<file path="config.mk">
export PLATFORM = sky130hd
export DESIGN_NAME = rvs_side_ports
export DESIGN_NICKNAME = d
export VERILOG_FILES = /design/src/rvs_pkg.sv /design/src/rvs_take_if.sv /design/src/rvs_side_ports.sv /design/src/rvs_wlat.sv
export VERILOG_INCLUDE_DIRS = /design/src /design/src/src
export SDC_FILE = /design/constraint.sdc
export NUM_CORES = 1
export LEC_CHECK = 0
export BUFFER_PORTS_ARGS = -buffer_cell sky130_fd_sc_hd__buf_2
export CORE_UTILIZATION = 45
export CTS_CLUSTER_DIAMETER = 150
export CTS_CLUSTER_SIZE = 12
export DETAILED_ROUTE_END_ITERATION = 7
export GPL_ROUTABILITY_DRIVEN = 1
export PLACE_DENSITY = 0.69
export SLEW_MARGIN = 20
export SYNTH_ARGS = -nofsm -noshare
export SYNTH_HDL_FRONTEND = slang
export SYNTH_SLANG_ARGS = --single-unit
</file>
<file path="constraint.sdc">
create_clock -name sys_clk -period 1.95 [get_ports sys_clk]
set_input_delay 0.0975 -clock sys_clk [delete_from_list [all_inputs] [get_ports sys_clk]]
set_output_delay 0.0975 -clock sys_clk [all_outputs]
set_load 0.02 [all_outputs]
</file>
<file path="src/rvs_defs.svh">
// Offsets, field positions, reset values and counts of the side-channel ports
`ifndef RVS_DEFS_SVH
`define RVS_DEFS_SVH

`define RVS_DW_DEF 32
`define RVS_WR_LAT_DEF 1
`define RVS_CNT_W_DEF 16
`define RVS_RTVS_RATE_KBPS 10137600
`define RVS_AW 8

`define RVS_OFF_CTRL 8'h00
`define RVS_OFF_STATUS 8'h04
`define RVS_OFF_IDLE 8'h08
`define RVS_OFF_MISS 8'h0c
`define RVS_OFF_RTVS_CNT 8'h10
`define RVS_OFF_HDLC_CNT 8'h14

`define RVS_CTRL_RTVS_BIT 0
`define RVS_CTRL_HDLC_BIT 1
`define RVS_CTRL_RST 1'b1
`define RVS_IDLE_RST 32'h0000_0000
`define RVS_HDLC_IDLE_BIT 1'b1

`define RVS_STAT_RTVS_BIT 0
`define RVS_STAT_HDLC_BIT 1
`define RVS_STAT_LAT_LSB 8
`define RVS_STAT_LANES_LSB 16

`endif

</file>
<file path="src/rvs_pkg.sv">
// Shared types of the side-channel ports
`default_nettype none
package rvs_pkg;
  typedef logic [31:0] rvs_apb_word_t;
  typedef enum logic [1:0] {
    RVS_PH_IDLE = 2'b00,
    RVS_PH_SETUP = 2'b01,
    RVS_PH_ACCESS = 2'b10
  } rvs_apb_phase_t;
endpackage : rvs_pkg
`default_nettype wire

</file>
<file path="src/rvs_take_if.sv">
// Offer, qualifier and take strobes between a port and its latency line
`timescale 1ns/10ps
`default_nettype none
interface rvs_take_if;
  logic offer;
  logic valid;
  logic due;
  logic take;
  modport frm (output offer, output valid, input due, input take);
  modport lat (input offer, input valid, output due, output take);
endinterface : rvs_take_if
`default_nettype wire

</file>
<file path="src/rvs_side_ports.sv">
// Real-time vendor word port and slow-control bit port beside the framer
//
// Design decisions made here: the address map and the APB slave port.
`timescale 1ns/10ps
`default_nettype none
`include "rvs_defs.svh"

// Behaviour
// Each port exists only when its own enable option is set.
// Vendor word port exists only at the 10.1376 Gbps line rate.
// Both ports use valid/ready streaming; receive data one cycle late.
// Vendor words are 32 or 64 bits with 4 or 8 byte flags.
// All port signals run on the link-side clock only.
// Receive flag bit set for each byte holding a vendor byte.
// Accept high means a word is taken in the following cycle.
// Application raises qualifier exactly when the word is meaningful.
// Word inserted only after accept, with qualifier high now.
// Application times its transfers by the flags and accept.
// One shared write latency sets the accept-to-take delay.
// Slow-control port carries the extracted and inserted management bits.
// Receive presents one bit per cycle, valid when it holds HDLC.
// Slow-control accept means a bit is taken next cycle.
// HDLC layer raises valid only with a valid bit.
// Bit written into frame only after accept, with valid now.
// HDLC layer needs only the valid and accept flags for alignment.
// Unfilled slot gets default content; framer never stalls.
module rvs_side_ports import rvs_pkg::*; #(
  parameter int DW = `RVS_DW_DEF,
  parameter int WR_LAT = `RVS_WR_LAT_DEF,
  parameter int CW = `RVS_CNT_W_DEF,
  parameter int LINE_RATE_KBPS = `RVS_RTVS_RATE_KBPS,
  parameter bit EN_RTVS = 1'b1,
  parameter bit EN_HDLC = 1'b1
) (
  input wire logic sys_clk,
  input wire logic rst_n,
  input wire logic psel,
  input wire logic penable,
  input wire logic pwrite,
  input wire logic [`RVS_AW-1:0] paddr,
  input wire logic [31:0] pwdata,
  output logic [31:0] prdata,
  output logic pready,
  output logic pslverr,
  input wire logic [DW-1:0] frm_rx_rtvs_word,
  input wire logic [DW/8-1:0] frm_rx_rtvs_lanes,
  input wire logic frm_rx_hdlc_bit,
  input wire logic frm_rx_hdlc_strobe,
  input wire logic frm_tx_rtvs_slot,
  output logic [DW-1:0] frm_tx_rtvs_word,
  output logic frm_tx_rtvs_fill,
  input wire logic frm_tx_hdlc_slot,
  output logic frm_tx_hdlc_bit,
  output logic frm_tx_hdlc_fill,
  output logic [DW/8-1:0] rt_vendor_rx_byte_flags,
  output logic [DW-1:0] rt_vendor_rx_word,
  output logic rt_vendor_tx_accept,
  input wire logic rt_vendor_tx_qualifier,
  input wire logic [DW-1:0] rt_vendor_tx_word,
  output logic slow_ctrl_rx_valid,
  output logic slow_ctrl_rx_bit,
  output logic slow_ctrl_tx_accept,
  input wire logic slow_ctrl_tx_valid,
  input wire logic slow_ctrl_tx_bit
);
  localparam int LN = DW / 8;
  // Vendor accept, take qualifier and receive flags are held low unless both option and rate allow it
  localparam bit RTVS_ON = EN_RTVS && (LINE_RATE_KBPS == `RVS_RTVS_RATE_KBPS);

  typedef struct packed {
    logic rtvs_en;
    logic hdlc_en;
    logic [31:0] idle;
    logic [LN-1:0] rx_flags;
    logic [DW-1:0] rx_word;
    logic rx_bit_vld;
    logic rx_bit;
    logic [DW-1:0] tx_word;
    logic tx_fill;
    logic tx_bit;
    logic tx_bit_fill;
    logic [CW-1:0] miss_cnt;
    logic [CW-1:0] rtvs_cnt;
    logic [CW-1:0] hdlc_cnt;
    logic [31:0] rdata;
    logic rerr;
  } rvs_state_t;

  rvs_state_t q;
  rvs_state_t next_q;
  rvs_apb_phase_t phase;
  rvs_apb_word_t rd_val;
  logic rd_bad;
  logic [31:0] status;

  rvs_take_if rt_if ();
  rvs_take_if sc_if ();

  function automatic logic [CW-1:0] bump(input logic [CW-1:0] cnt);
    bump = CW'(cnt + 1'b1);
  endfunction : bump

  rvs_wlat #(.LAT(WR_LAT)) u_rt_lat (
    .sys_clk(sys_clk),
    .rst_n(rst_n),
    .port(rt_if)
  );

  rvs_wlat #(.LAT(WR_LAT)) u_sc_lat (
    .sys_clk(sys_clk),
    .rst_n(rst_n),
    .port(sc_if)
  );

  // Accept follows the framer's slot look-ahead, gated by the enables
  assign rt_vendor_tx_accept = RTVS_ON & q.rtvs_en & frm_tx_rtvs_slot;
  assign slow_ctrl_tx_accept = EN_HDLC & q.hdlc_en & frm_tx_hdlc_slot;
  assign rt_if.offer = rt_vendor_tx_accept;
  assign rt_if.valid = RTVS_ON & rt_vendor_tx_qualifier;
  assign sc_if.offer = slow_ctrl_tx_accept;
  assign sc_if.valid = EN_HDLC & slow_ctrl_tx_valid;

  assign status = (32'(LN) << `RVS_STAT_LANES_LSB)
    | (32'(WR_LAT) << `RVS_STAT_LAT_LSB)
    | (32'(EN_HDLC) << `RVS_STAT_HDLC_BIT)
    | (32'(RTVS_ON) << `RVS_STAT_RTVS_BIT);

  always_comb begin
    if (!psel) begin
      phase = RVS_PH_IDLE;
    end else if (!penable) begin
      phase = RVS_PH_SETUP;
    end else begin
      phase = RVS_PH_ACCESS;
    end
  end

  always_comb begin
    rd_val = 32'h0;
    rd_bad = 1'b0;
    unique case (paddr)
      `RVS_OFF_CTRL: begin
        rd_val[`RVS_CTRL_RTVS_BIT] = q.rtvs_en;
        rd_val[`RVS_CTRL_HDLC_BIT] = q.hdlc_en;
      end
      `RVS_OFF_STATUS: rd_val = status;
      `RVS_OFF_IDLE: rd_val = q.idle;
      `RVS_OFF_MISS: rd_val = 32'(q.miss_cnt);
      `RVS_OFF_RTVS_CNT: rd_val = 32'(q.rtvs_cnt);
      `RVS_OFF_HDLC_CNT: rd_val = 32'(q.hdlc_cnt);
      default: rd_bad = 1'b1;
    endcase
  end

  always_comb begin
    next_q = q;
    // Register bus; read data is caught in setup so the answer comes from flops
    unique case (phase)
      RVS_PH_SETUP: begin
        next_q.rdata = rd_val;
        next_q.rerr = rd_bad;
      end
      RVS_PH_ACCESS: begin
        if (pwrite && !rd_bad) begin
          unique case (paddr)
            `RVS_OFF_CTRL: begin
              next_q.rtvs_en = pwdata[`RVS_CTRL_RTVS_BIT];
              next_q.hdlc_en = pwdata[`RVS_CTRL_HDLC_BIT];
            end
            `RVS_OFF_IDLE: next_q.idle = pwdata;
            `RVS_OFF_MISS: next_q.miss_cnt = '0;
            `RVS_OFF_RTVS_CNT: next_q.rtvs_cnt = '0;
            `RVS_OFF_HDLC_CNT: next_q.hdlc_cnt = '0;
            default: next_q.idle = q.idle;
          endcase
        end
      end
      RVS_PH_IDLE: next_q.rerr = 1'b0;
      default: next_q.rerr = 1'b1;
    endcase

    // Receive side: one register stage gives the read latency of one
    next_q.rx_flags = (RTVS_ON && q.rtvs_en) ? frm_rx_rtvs_lanes : '0;
    if (|frm_rx_rtvs_lanes) begin
      next_q.rx_word = frm_rx_rtvs_word;
    end
    next_q.rx_bit_vld = EN_HDLC & q.hdlc_en & frm_rx_hdlc_strobe;
    if (frm_rx_hdlc_strobe) begin
      next_q.rx_bit = frm_rx_hdlc_bit;
    end

    // Transmit side; an empty slot carries idle content, framer never waits
    next_q.tx_fill = rt_if.take;
    if (rt_if.take) begin
      next_q.tx_word = rt_vendor_tx_word;
    end else begin
      next_q.tx_word = {(DW/32){q.idle}};
    end
    next_q.tx_bit_fill = sc_if.take;
    if (sc_if.take) begin
      next_q.tx_bit = slow_ctrl_tx_bit;
    end else begin
      next_q.tx_bit = `RVS_HDLC_IDLE_BIT;
    end

    // Counters after the clears, so an event in a clear cycle survives
    if ((rt_if.due && !rt_if.valid) || (sc_if.due && !sc_if.valid)) begin
      next_q.miss_cnt = bump(next_q.miss_cnt);
    end
    if (rt_if.take) begin
      next_q.rtvs_cnt = bump(next_q.rtvs_cnt);
    end
    if (sc_if.take) begin
      next_q.hdlc_cnt = bump(next_q.hdlc_cnt);
    end
  end

  // Single link-side clock for every port signal
  always_ff @(posedge sys_clk or negedge rst_n) begin
    if (!rst_n) begin
      q <= '0;
      q.rtvs_en <= `RVS_CTRL_RST;
      q.hdlc_en <= `RVS_CTRL_RST;
      q.idle <= `RVS_IDLE_RST;
      q.tx_word <= '0;
      q.tx_bit <= `RVS_HDLC_IDLE_BIT;
    end else begin
      q <= next_q;
    end
  end

  assign prdata = q.rdata;
  assign pready = psel & penable;
  assign pslverr = psel & penable & q.rerr;
  assign frm_tx_rtvs_word = q.tx_word;
  assign frm_tx_rtvs_fill = q.tx_fill;
  assign frm_tx_hdlc_bit = q.tx_bit;
  assign frm_tx_hdlc_fill = q.tx_bit_fill;
  assign rt_vendor_rx_byte_flags = q.rx_flags;
  assign rt_vendor_rx_word = q.rx_word;
  assign slow_ctrl_rx_valid = q.rx_bit_vld;
  assign slow_ctrl_rx_bit = q.rx_bit;

  a_rx_flags_lat: assert property (
    @(posedge sys_clk) disable iff (!rst_n)
    (RTVS_ON && q.rtvs_en && |frm_rx_rtvs_lanes) |=>
      rt_vendor_rx_byte_flags == $past(frm_rx_rtvs_lanes)
      && rt_vendor_rx_word == $past(frm_rx_rtvs_word))
    else $error("receive vendor word not presented one cycle later");

  a_rx_bit_lat: assert property (
    @(posedge sys_clk) disable iff (!rst_n)
    (EN_HDLC && q.hdlc_en && frm_rx_hdlc_strobe) |=>
      slow_ctrl_rx_valid && slow_ctrl_rx_bit == $past(frm_rx_hdlc_bit))
    else $error("receive slow-control bit not presented one cycle later");

  a_rx_bit_quiet: assert property (
    @(posedge sys_clk) disable iff (!rst_n)
    !frm_rx_hdlc_strobe |=> !slow_ctrl_rx_valid)
    else $error("slow-control valid without a framer strobe");

  a_rtvs_accept_gate: assert property (
    @(posedge sys_clk) disable iff (!rst_n)
    rt_vendor_tx_accept |-> frm_tx_rtvs_slot && q.rtvs_en)
    else $error("vendor accept raised without a slot");

  a_rtvs_absent: assert property (
    @(posedge sys_clk) disable iff (!rst_n)
    !RTVS_ON |-> !rt_vendor_tx_accept && rt_vendor_rx_byte_flags == '0)
    else $error("vendor port active where it does not exist");

  a_rtvs_insert: assert property (
    @(posedge sys_clk) disable iff (!rst_n)
    (rt_vendor_tx_accept ##WR_LAT rt_vendor_tx_qualifier) |=>
      frm_tx_rtvs_fill && frm_tx_rtvs_word == $past(rt_vendor_tx_word))
    else $error("accepted vendor word not inserted");

  a_rtvs_idle_fill: assert property (
    @(posedge sys_clk) disable iff (!rst_n)
    (rt_if.due && !rt_vendor_tx_qualifier) |=>
      !frm_tx_rtvs_fill && frm_tx_rtvs_word == {(DW/32){$past(q.idle)}})
    else $error("unfilled vendor slot lacks idle content");

  a_hdlc_accept_gate: assert property (
    @(posedge sys_clk) disable iff (!rst_n)
    slow_ctrl_tx_accept |-> frm_tx_hdlc_slot && q.hdlc_en)
    else $error("slow-control accept raised without a slot");

  a_hdlc_insert: assert property (
    @(posedge sys_clk) disable iff (!rst_n)
    frm_tx_hdlc_fill |->
      $past(sc_if.due) && $past(slow_ctrl_tx_valid)
      && frm_tx_hdlc_bit == $past(slow_ctrl_tx_bit))
    else $error("slow-control bit filled without accept and valid");

  a_miss_count: assert property (
    @(posedge sys_clk) disable iff (!rst_n)
    (rt_if.due && !rt_vendor_tx_qualifier && !(psel && penable && pwrite)) |=>
      q.miss_cnt == CW'($past(q.miss_cnt) + 1'b1))
    else $error("missed slot not counted");

  a_rtvs_fill_cause: assert property (
    @(posedge sys_clk) disable iff (!rst_n)
    frm_tx_rtvs_fill |-> $past(rt_if.due) && $past(rt_vendor_tx_qualifier))
    else $error("vendor word filled without accept and qualifier");

  a_rtvs_fill_quiet: assert property (
    @(posedge sys_clk) disable iff (!rst_n)
    !rt_if.due |=> !frm_tx_rtvs_fill)
    else $error("vendor fill outside a due slot");

  a_hdlc_take_lat: assert property (
    @(posedge sys_clk) disable iff (!rst_n)
    (slow_ctrl_tx_accept ##WR_LAT slow_ctrl_tx_valid) |=>
      frm_tx_hdlc_fill && frm_tx_hdlc_bit == $past(slow_ctrl_tx_bit))
    else $error("accepted slow-control bit not inserted");

  a_hdlc_idle_fill: assert property (
    @(posedge sys_clk) disable iff (!rst_n)
    (sc_if.due && !slow_ctrl_tx_valid) |=>
      !frm_tx_hdlc_fill && frm_tx_hdlc_bit == `RVS_HDLC_IDLE_BIT)
    else $error("unfilled slow-control slot lacks idle bit");

  a_hdlc_fill_quiet: assert property (
    @(posedge sys_clk) disable iff (!rst_n)
    !sc_if.due |=> !frm_tx_hdlc_fill)
    else $error("slow-control fill outside a due slot");

  a_rx_flags_off: assert property (
    @(posedge sys_clk) disable iff (!rst_n)
    !q.rtvs_en |=> rt_vendor_rx_byte_flags == '0)
    else $error("vendor receive flags raised while disabled");

  a_rx_bit_off: assert property (
    @(posedge sys_clk) disable iff (!rst_n)
    !q.hdlc_en |=> !slow_ctrl_rx_valid)
    else $error("slow-control receive valid raised while disabled");

  a_ctrl_write: assert property (
    @(posedge sys_clk) disable iff (!rst_n)
    (psel && penable && pwrite && paddr == `RVS_OFF_CTRL) |=>
      q.rtvs_en == $past(pwdata[`RVS_CTRL_RTVS_BIT])
      && q.hdlc_en == $past(pwdata[`RVS_CTRL_HDLC_BIT]))
    else $error("enable write did not land");

  a_rtvs_count: assert property (
    @(posedge sys_clk) disable iff (!rst_n)
    (rt_if.take && !(psel && penable && pwrite)) |=>
      q.rtvs_cnt == CW'($past(q.rtvs_cnt) + 1'b1))
    else $error("inserted vendor word not counted");

  a_hdlc_count: assert property (
    @(posedge sys_clk) disable iff (!rst_n)
    (sc_if.take && !(psel && penable && pwrite)) |=>
      q.hdlc_cnt == CW'($past(q.hdlc_cnt) + 1'b1))
    else $error("inserted slow-control bit not counted");
endmodule : rvs_side_ports
`default_nettype wire

</file>
<file path="src/rvs_wlat.sv">
// Write-latency line: turns an offered slot into a take strobe LAT cycles on
`timescale 1ns/10ps
`default_nettype none
`include "rvs_defs.svh"
module rvs_wlat import rvs_pkg::*; #(
  parameter int LAT = `RVS_WR_LAT_DEF
) (
  input wire logic sys_clk,
  input wire logic rst_n,
  rvs_take_if.lat port
);
  typedef struct packed {
    logic [LAT-1:0] pipe;
  } rvs_wlat_state_t;

  rvs_wlat_state_t q;
  rvs_wlat_state_t next_q;

  always_comb begin
    next_q = q;
    next_q.pipe = LAT'({q.pipe, port.offer});
  end

  always_ff @(posedge sys_clk or negedge rst_n) begin
    if (!rst_n) begin
      q <= '0;
    end else begin
      q <= next_q;
    end
  end

  // Only a slot offered exactly LAT cycles ago can be filled
  assign port.due = q.pipe[LAT-1];
  assign port.take = port.due & port.valid;

  a_take_cause: assert property (
    @(posedge sys_clk) disable iff (!rst_n)
    port.take |-> $past(port.offer, LAT) && port.valid)
    else $error("take without an offer LAT cycles before");

  a_offer_due: assert property (
    @(posedge sys_clk) disable iff (!rst_n)
    port.offer ##LAT port.valid |-> port.take)
    else $error("offered slot with valid data was not taken");
endmodule : rvs_wlat
`default_nettype wire

</file>
; ---- After elaboration in Yosys (flattened, before gate mapping)
; Cells that the tools add are included.
[op_classes]
add_sub_neg = 3
eq_ne = 7
n_mux = 17
bitwise_logic = 7
reduce_logical = 12
[ops]
columns = operator, count
row1 = one-hot mux 30 bit (5 select lines), 1
row2 = two-way mux 16 bit, 6
row3 = two-way mux 48 bit, 2
row4 = "adder 16 x 1 -> 16 bit, second input constant", 3
row5 = two-way mux 32 bit, 1
row6 = "== test 8 x 4 -> 1 bit, second input constant", 2
row7 = "== test 8 x 5 -> 1 bit, second input constant", 2
row8 = one-hot mux 2 bit (6 select lines), 1
row9 = "== test 8 x 3 -> 1 bit, second input constant", 1
row10 = zero test 8 bit, 1
row11 = bitwise AND 1 bit, 7
row12 = AND reduction 3 bit, 2
row13 = OR reduction 6 bit, 1
row14 = two-way mux 2 bit, 2
row15 = two-way mux 4 bit, 1
row16 = OR reduction 4 bit, 1
row17 = logical AND 1 bit, 3
row18 = one-hot mux 1 bit (3 select lines), 1
row19 = "== test 2 x 1 -> 1 bit, second input constant", 1
row20 = "== test 2 bit, second input constant", 1
row21 = zero test 1 bit, 2
row22 = zero test 2 bit, 1
row23 = two-way mux 1 bit, 2
row24 = logical OR 1 bit, 1
[totals]
register_bits = 190
inputBits = 120
out_inout_bits = 109
elab_cells = 64

; ---- Longest topological paths before layout
; Gate-level depths: netlist (run 1).
[depth]
ltp_word = 7
ltp_mapped = 10
ltp_nobuf = 8

; ---- Modules after synthesis
; Synthesis (run 1) repeated with hierarchy kept, for this count alone.
[unflattened]
hier_cells = 773
area_unflattened_um2 = 8903.5
[by_module_without_submodules]
columns = mod, n_inst, cells_each, area_per_inst_um2
row1 = rvs_side_ports, 1, 769, 8841.0
row2 = rvs_wlat, 2, 2, 31.3

; ---- Worst setup path after synthesis (run 1)
; No wires, ideal clock.
[synth_timing]
kind = in2reg
from = in paddr[2]
to = reg q[61] in the netlist's numbering
arrival_ps = 1803
required_ps = 1872
path_slack_ps = 69
cell_stages = 9
n_path_buf = 2
path_cell_list = clkbuf_1 > and4b_1 > and3_1 > clkbuf_1 > nor2b_1 > ha_1 > nand3_1 > or4_1 > a21oi_1
[synth_rtl]
columns = element, line
row1 = start: declaration, rvs_side_ports.sv:40  ; input wire logic [`RVS_AW-1:0] paddr,
row2 = end signal: assignment, rvs_side_ports.sv:228  ; q <= next_q;
row3 = end: declaration, rvs_side_ports.sv:89  ; rvs_state_t q;

==> out/summary.txt, run 1 <==
WHS Endpoint = q[49]$_DFF_PN0_
Routability congestion estimate = 0.8463
Vias in the first global route = 6643
CP required = 2.32 ns
Row count = 51
Buffers on Ports = 228
Cell with the most instances after synthesis = dfrtp_1
Gr busiest metal = met2
Final Power = 0.008386 W
Min-delay worst type = in2reg
RSZ-0062 raised after global routing = false
Share of Yosys cell area claimed by the top area cell type = 51.95%
Starting Density = 46.13%
Top post-synthesis cells by count = 187 x dfrtp_1, 114 x mux2_2, 100 x buf_4
Cell Area, Synth = 9007 um^2
Worst hold margin = 0.06236 ns
R2r endpoint = q[79]$_DFF_PN0_
Htree depth = 4
Core Region = 19530 um^2
Register-to-register setup slack = 0.20 ns
Cell taking the most area after synthesis = dfrtp_1
Pin count of the biggest net entering global routing = 67
Num Clock Sinks = 190
PwrDens = 722.9 nW/um^2
Slew @ Worst Pin = 0.6184 ns
Fill count = 1558
Max Freq = 570.9 MHz
Clock Skew = 0.009940 ns
Slew HR = 58.77%
Yosys reg bits = 190
Outcome = finished clean
Ys flop type = dfrtp_1
Global Route Usage Sum = 23.28%
Crit-path cells = nand4_2 > or3_4 > or4_4 > a21oi_2
Buf+Inv Stages, Crit Path = 0
M3 GR Usage = 4.632%
Peak VDD IR = 0.0006005 V
Crit path capture type = flop
Stages on worst setup path = 4
Post-synth EDFFs = 0
Final hold violation count = 0
CP delay by family, top = simple AND/OR/NAND/NOR gates
Leakage = 5.789 nW
Clk_lat worst skew = 0.43 ns
Critical path startpoint category = flop
Post-Route WL = 23.65 mm
Vias per cell = 5.066
Nets = 1137
Met1 global-route usage = 30.34%
Minimum clock period = 1.752 ns
Critical Path Fanout Max = 5
Max-cap violation count = 0
Wirelength per Cell = 18.27 um
R2R depth = 4
Share of layout cells above drive strength 1 = 41.48%
Hold_sp = rt_vendor_tx_qualifier
Die width = 143.5 um
Vias post-DR = 6561
Area Overhead vs Synth = 28.80%
Mapped Nets = 879
Slew Limit Fails = 0
Worst EP arrival = 2.12 ns
DRT iter0 DRCs = 332
Clock transition at path regs = 0.08 ns
CTS Buf Count = 17
# Post-CTS Setup Buffers = 0
Post-route ant nets = 0
Largest cells by area after synthesis = dfrtp_1 52%, mux2_2 14%, buf_4 8.3%
Die area = 20590 um^2
Slowest cell on crit path = or4_4
DR DRC count = 0
Async SR Flop Fraction = 100.0%
Cell count after synthesis = 756
# hold bufs at CTS = 107
FF-to-FF Start = q[73]$_DFF_PN0_
Overflow after GRT = 0
Setup tns final = 0 ns
Setup violations, final = 0
Final Cycle Share = 89.83%
Post-CTS Resized = 0
Critical path type = reg2reg
Clock Tree Buf Depth = 2
Max stage delay on crit path = 0.52 ns
# IOs = 229
Worst Hold Depth = 3
TritonRoute pass-1 iters = 4
Root buf cell = clkbuf_16
CTS tree = done
First-pass GRT wire length = 35.94 mm
Met2 Track Usage GR = 38.99%
Antenna violations before repair = 3
Dpl hpwl = 15.98 mm
Synth Area per Inst = 11.91 um^2
Synth Warn # = 0
Library cells used by synthesis = 52
DIE HEIGHT = 143.5 um
Sequential share of the synthesized area = 52.83%
-- registers in the layout, indices dropped and copies added, names as in the netlist --
name	cells
rt_vendor_rx_word	32
u_rt_lat.port.due	1
frm_tx_rtvs_fill	1
frm_tx_rtvs_word	32
u_sc_lat.port.due	1
rt_vendor_rx_byte_flags	4
frm_tx_hdlc_fill	1
prdata	32
frm_tx_hdlc_bit	1
slow_ctrl_rx_valid	1
q	83
slow_ctrl_rx_bit	1
-- metal layers --
layer	routed length, um	part of all wire, %
met5	0	0
met4	451	1.9
met3	1492	6.3
met2	11570	49
met1	10140	43
-- stage by stage --
stage               cells  setup WS (ns)  area [um^2]  util [%]
floorplan             756        0.06913         9007         -
global route         1293        0.04493        11600     59.39
detailed placement   1153       -0.01110         9913     50.77
CTS                  1292         0.2004        11590     59.37
global placement     1153        0.04451         9913     50.77
finish               1295         0.1982        11600     59.41
-- how the worst max path moves through the flow --
stage | start | end | slack [ns]
finish | q[73]$_DFF_PN0_ | q[79]$_DFF_PN0_ | 0.20
global route | q[65]$_DFF_PN0_ | q[77]$_DFF_PN0_ | 0.04
CTS | q[73]$_DFF_PN0_ | q[79]$_DFF_PN0_ | 0.20
detailed placement | penable | q[79]$_DFF_PN0_ | -0.01
global placement | penable | q[79]$_DFF_PN0_ | 0.04
floorplan | paddr[2] | q[61]$_DFF_PN0_ | 0.07
-- cells in the final DEF (no fill, tap or decap), types with 8 or more instances in the layout --
master / count
dfrtp_1: 187
clkbuf_16: 17
buf_2: 227
a21oi_1: 21
nand2b_1: 8
mux2i_1: 18
xnor2_1: 18
nor2b_1: 11
and2_1: 12
dlygate4sd3_1: 107
nand3_1: 14
buf_4: 33
nand4_1: 13
mux2_2: 114
a22o_1: 15
nor2_1: 40
nand2_1: 31
o21ai_0: 20
xor2_1: 17
-- worst min-delay path: cells and delay by family --
family                 cells  cell delay [ns]
buffers and inverters      1             0.13
AND/OR/NAND/NOR            1             0.14
XOR/XNOR                   1             0.09
-- logic make-up (layout without fill, tap and decap cells) --
| logic type | after synthesis | after routing | synth area share [%] |
|---|---|---|---|
| other | 0 | 3 | 0 |
| muxes | 134 | 134 | 16.50 |
| adders and majority gates | 3 | 3 | 0.4168 |
| and+or+nand+nor | 171 | 171 | 10.40 |
| buffers and inverters | 139 | 410 | 10.22 |
| xor gates and xnor gates | 35 | 35 | 3.403 |
| AOI/OAI and AO/OA | 84 | 84 | 6.223 |
| DFF | 190 | 190 | 52.83 |
-- report_power, final --
part	total [W]	leakage [nW]	switching (W)	internal, W
Clock	0.00354	0.299	0.00177	0.00176
Sequential	0.00407	2.56	0.0000489	0.00402
Combinational	0.000781	2.93	0.000380	0.000401
Total	0.00839	5.79	0.00220	0.00618
-- cell type report --
class                           count  area (um^2)  area share, %
Clock inverter                     15        183.9          1.585
Inverter                            7        26.28         0.2265
Tap cell                          265        331.6          2.858
Antenna cell                        3        7.507        0.06471
Timing Repair Buffer              371         2529          21.80
Multi-Input combinational cell    427         3339          28.79
Clock buffer                       17        425.4          3.667
Sequential cell                   190         4758          41.02
Note: power is estimated with default switching activity, not from simulation.
==> inputs of run 2 (changes only) <==
CELL_PAD_IN_SITES_DETAIL_PLACEMENT = 2   (was unset)
CELL_PAD_IN_SITES_GLOBAL_PLACEMENT = 2   (was unset)
CORE_UTILIZATION = 34   (was 45)
PLACE_DENSITY = unset   (was 0.69)
PLACE_DENSITY_LB_ADDON = 0.05   (was unset)
==> run 2 against run 1 <==
  * Maximum frequency is 2.7% lower
  * Non-clock buffer count increased by 5
  * Cell count grew 5.7%
  * Setup slack lost 0.048 ns
  * Hold slack worse by 0.0084 ns
  * Clock skew is 0.0052 ns higher
  * Total power rose by 0.23%
  * Register-to-register slack lost 0.05 ns
  * Global-route usage decreased by 1.5 points
==> out/summary.txt, run 2 (synthesis results as in run 1) <==
CTS Buf Count = 17 (unchanged)
RSZ-0062 raised after global routing = false (unchanged)
Antenna violations before repair = 3 (unchanged)
Num Clock Sinks = 190 (unchanged)
Die width = 164.8 um (was 143.5 um)
Overflow after GRT = 0 (unchanged)
Post-Route WL = 28.63 mm (was 23.65 mm)
Core Region = 26060 um^2 (was 19530 um^2)
Final Util = 45.04% (was 59.41%)
Leakage = 5.817 nW (was 5.789 nW)
Critical Path Fanout Max = 9 (was 5)
DR DRC count = 0 (unchanged)
Starting Density = 34.57% (was 46.13%)
Slew Limit Fails = 0 (unchanged)
Row count = 59 (was 51)
Max-cap violation count = 0 (unchanged)
Die area = 27150 um^2 (was 20590 um^2)
Fin cells = 1369 (was 1295)
Global Route Usage Sum = 21.79% (was 23.28%)
First-pass GRT wire length = 43.95 mm (was 35.94 mm)
Clock Skew = 0.01513 ns (was 0.009940 ns)
Minimum clock period = 1.800 ns (was 1.752 ns)
Max Freq = 555.5 MHz (was 570.9 MHz)
PwrDens = 716.2 nW/um^2 (was 722.9 nW/um^2)
Min-delay worst type = in2reg (unchanged)
Vias in the first global route = 7644 (was 6643)
Max FFs per register = 83 (unchanged)
Setup tns final = 0 ns (unchanged)
Vias per cell = 4.901 (was 5.066)
# Post-CTS Setup Buffers = 0 (unchanged)
Slew HR = 34.40% (was 58.77%)
Routability congestion estimate = 0.8179 (was 0.8463)
CP required = 2.31 ns (was 2.32 ns)
Slew @ Worst Pin = 0.9687 ns (was 0.6184 ns)
Clock transition at path regs = 0.08 ns (about the same)
DRT iter0 DRCs = 200 (was 332)
Clk_lat worst skew = 0.44 ns (was 0.43 ns)
Final Cycle Share = 92.31% (was 89.83%)
Final hold violation count = 0 (unchanged)
Critical path startpoint category = flop (unchanged)
Htree depth = 4 (unchanged)
Wirelength per Cell = 20.92 um (was 18.27 um)
Peak VDD IR = 0.0004037 V (was 0.0006005 V)
Crit path capture type = flop (unchanged)
DIE HEIGHT = 164.8 um (was 143.5 um)
Largest Register = q (unchanged)
Worst hold margin = 0.05394 ns (was 0.06236 ns)
Post-route ant nets = 0 (unchanged)
Outcome = finished clean (unchanged)
Most frequent cells in the layout = 227 x buf_2, 187 x dfrtp_1, 114 x mux2_2, 107 x dlygate4sd3_1, 40 x nor2_1 (unchanged)
Critical path type = reg2reg (unchanged)
Worst EP arrival = 2.16 ns (was 2.12 ns)
R2R depth = 4 (unchanged)
Pin count of the biggest net entering global routing = 56 (was 67)
Worst Hold Depth = 3 (unchanged)
Vias post-DR = 6710 (was 6561)
Dpl hpwl = 20.07 mm (was 15.98 mm)
Nets = 1142 (was 1137)
TritonRoute pass-1 iters = 6 (was 4)
DP Cell Count = 1228 (was 1153)
CTS tree = done (unchanged)
# IOs = 229 (unchanged)
Buffers on Ports = 228 (unchanged)
Area Overhead vs Synth = 30.30% (was 28.80%)
Leading cell type in the layout, fill and taps excluded = buf_2 (unchanged)
Clock Tree Buf Depth = 2 (unchanged)
Setup violations, final = 0 (unchanged)
Root buf cell = clkbuf_16 (unchanged)
Share of layout cells above drive strength 1 = 41.86% (was 41.48%)
-- run 2: cell count changes in the layout (fill, tap and decap cells not counted), moves of 2 or more --
cell	delta
buf_4	+3
buf_12	+2
clkinv_4	+2
inv_6	-2
-- run 2: final timing paths --
path                                                     end  slack [ns]                   startpoint
min in group asynchronous  rt_vendor_rx_word[12]$_DFFE_PN0P_        0.19                        rst_n
min                                          q[33]$_DFF_PN0_        0.05           slow_ctrl_tx_valid
max                                          q[80]$_DFF_PN0_        0.15  u_rt_lat.port.due$_DFF_PN0_
max in group asynchronous          frm_tx_hdlc_bit$_DFF_PN1_        1.01                        rst_n
max reg2reg                                  q[80]$_DFF_PN0_        0.15  u_rt_lat.port.due$_DFF_PN0_
min reg2reg                            prdata[4]$_DFFE_PN0N_        0.48        prdata[4]$_DFFE_PN0N_
-- run 2: area by class of cell --
cell class	instances	area (um^2)
inverter	7	26.28
multi-input combinational	427	3342
clock inverter	15	168.9
clock buffer	17	425.4
tap	335	419.2
antenna	2	5.005
timing repair buffer	376	2591
fill	2686	14320
sequential	190	4758
-- run 2: repair_timing --
action | 4_1_cts | 5_1_grt
endpoints found under the setup margin | 0 | 3
gates resized for setup | 0 | 2
endpoints found under the hold margin | 157 | 0
hold buffers | 107 | 0
-- run 2: critical path: stages (launching register included) --
cell and delay [ns]:
dfrtp_1 0.50, nand2b_2 0.20, a211o_1 0.43, or4_1 0.43
a21oi_1 0.16
-- run 2: through the flow --
step / total power, W / worst slack [ns] / area, um^2
after floorplan: 0.004466 / 0.06913 / 9007
after CTS: 0.008526 / 0.08044 / 11730
final: 0.008405 / 0.1499 / 11740
after global placement: 0.004751 / -0.006045 / 10060
after global routing: 0.008741 / 0.03576 / 11740
after detailed placement: 0.004780 / -0.1044 / 10060
-- run 2: where the power goes --
group | total, W | switching [W] | internal (W) | leakage (nW)
logic | 0.000802 | 0.000398 | 0.000404 | 2.97
registers | 0.00407 | 0.0000514 | 0.00402 | 2.56
clock network | 0.00353 | 0.00180 | 0.00173 | 0.289
-- run 2: layer usage --
layer | track usage, % | routed length (um) | up-vias
li1 | - | - | 3064
met1 | 28.02 | 12720 | 3425
met2 | 37.97 | 14350 | 194
met3 | 3.164 | 1167 | 27
met4 | 6.005 | 402 | 0
met5 | 0 | 0 | -
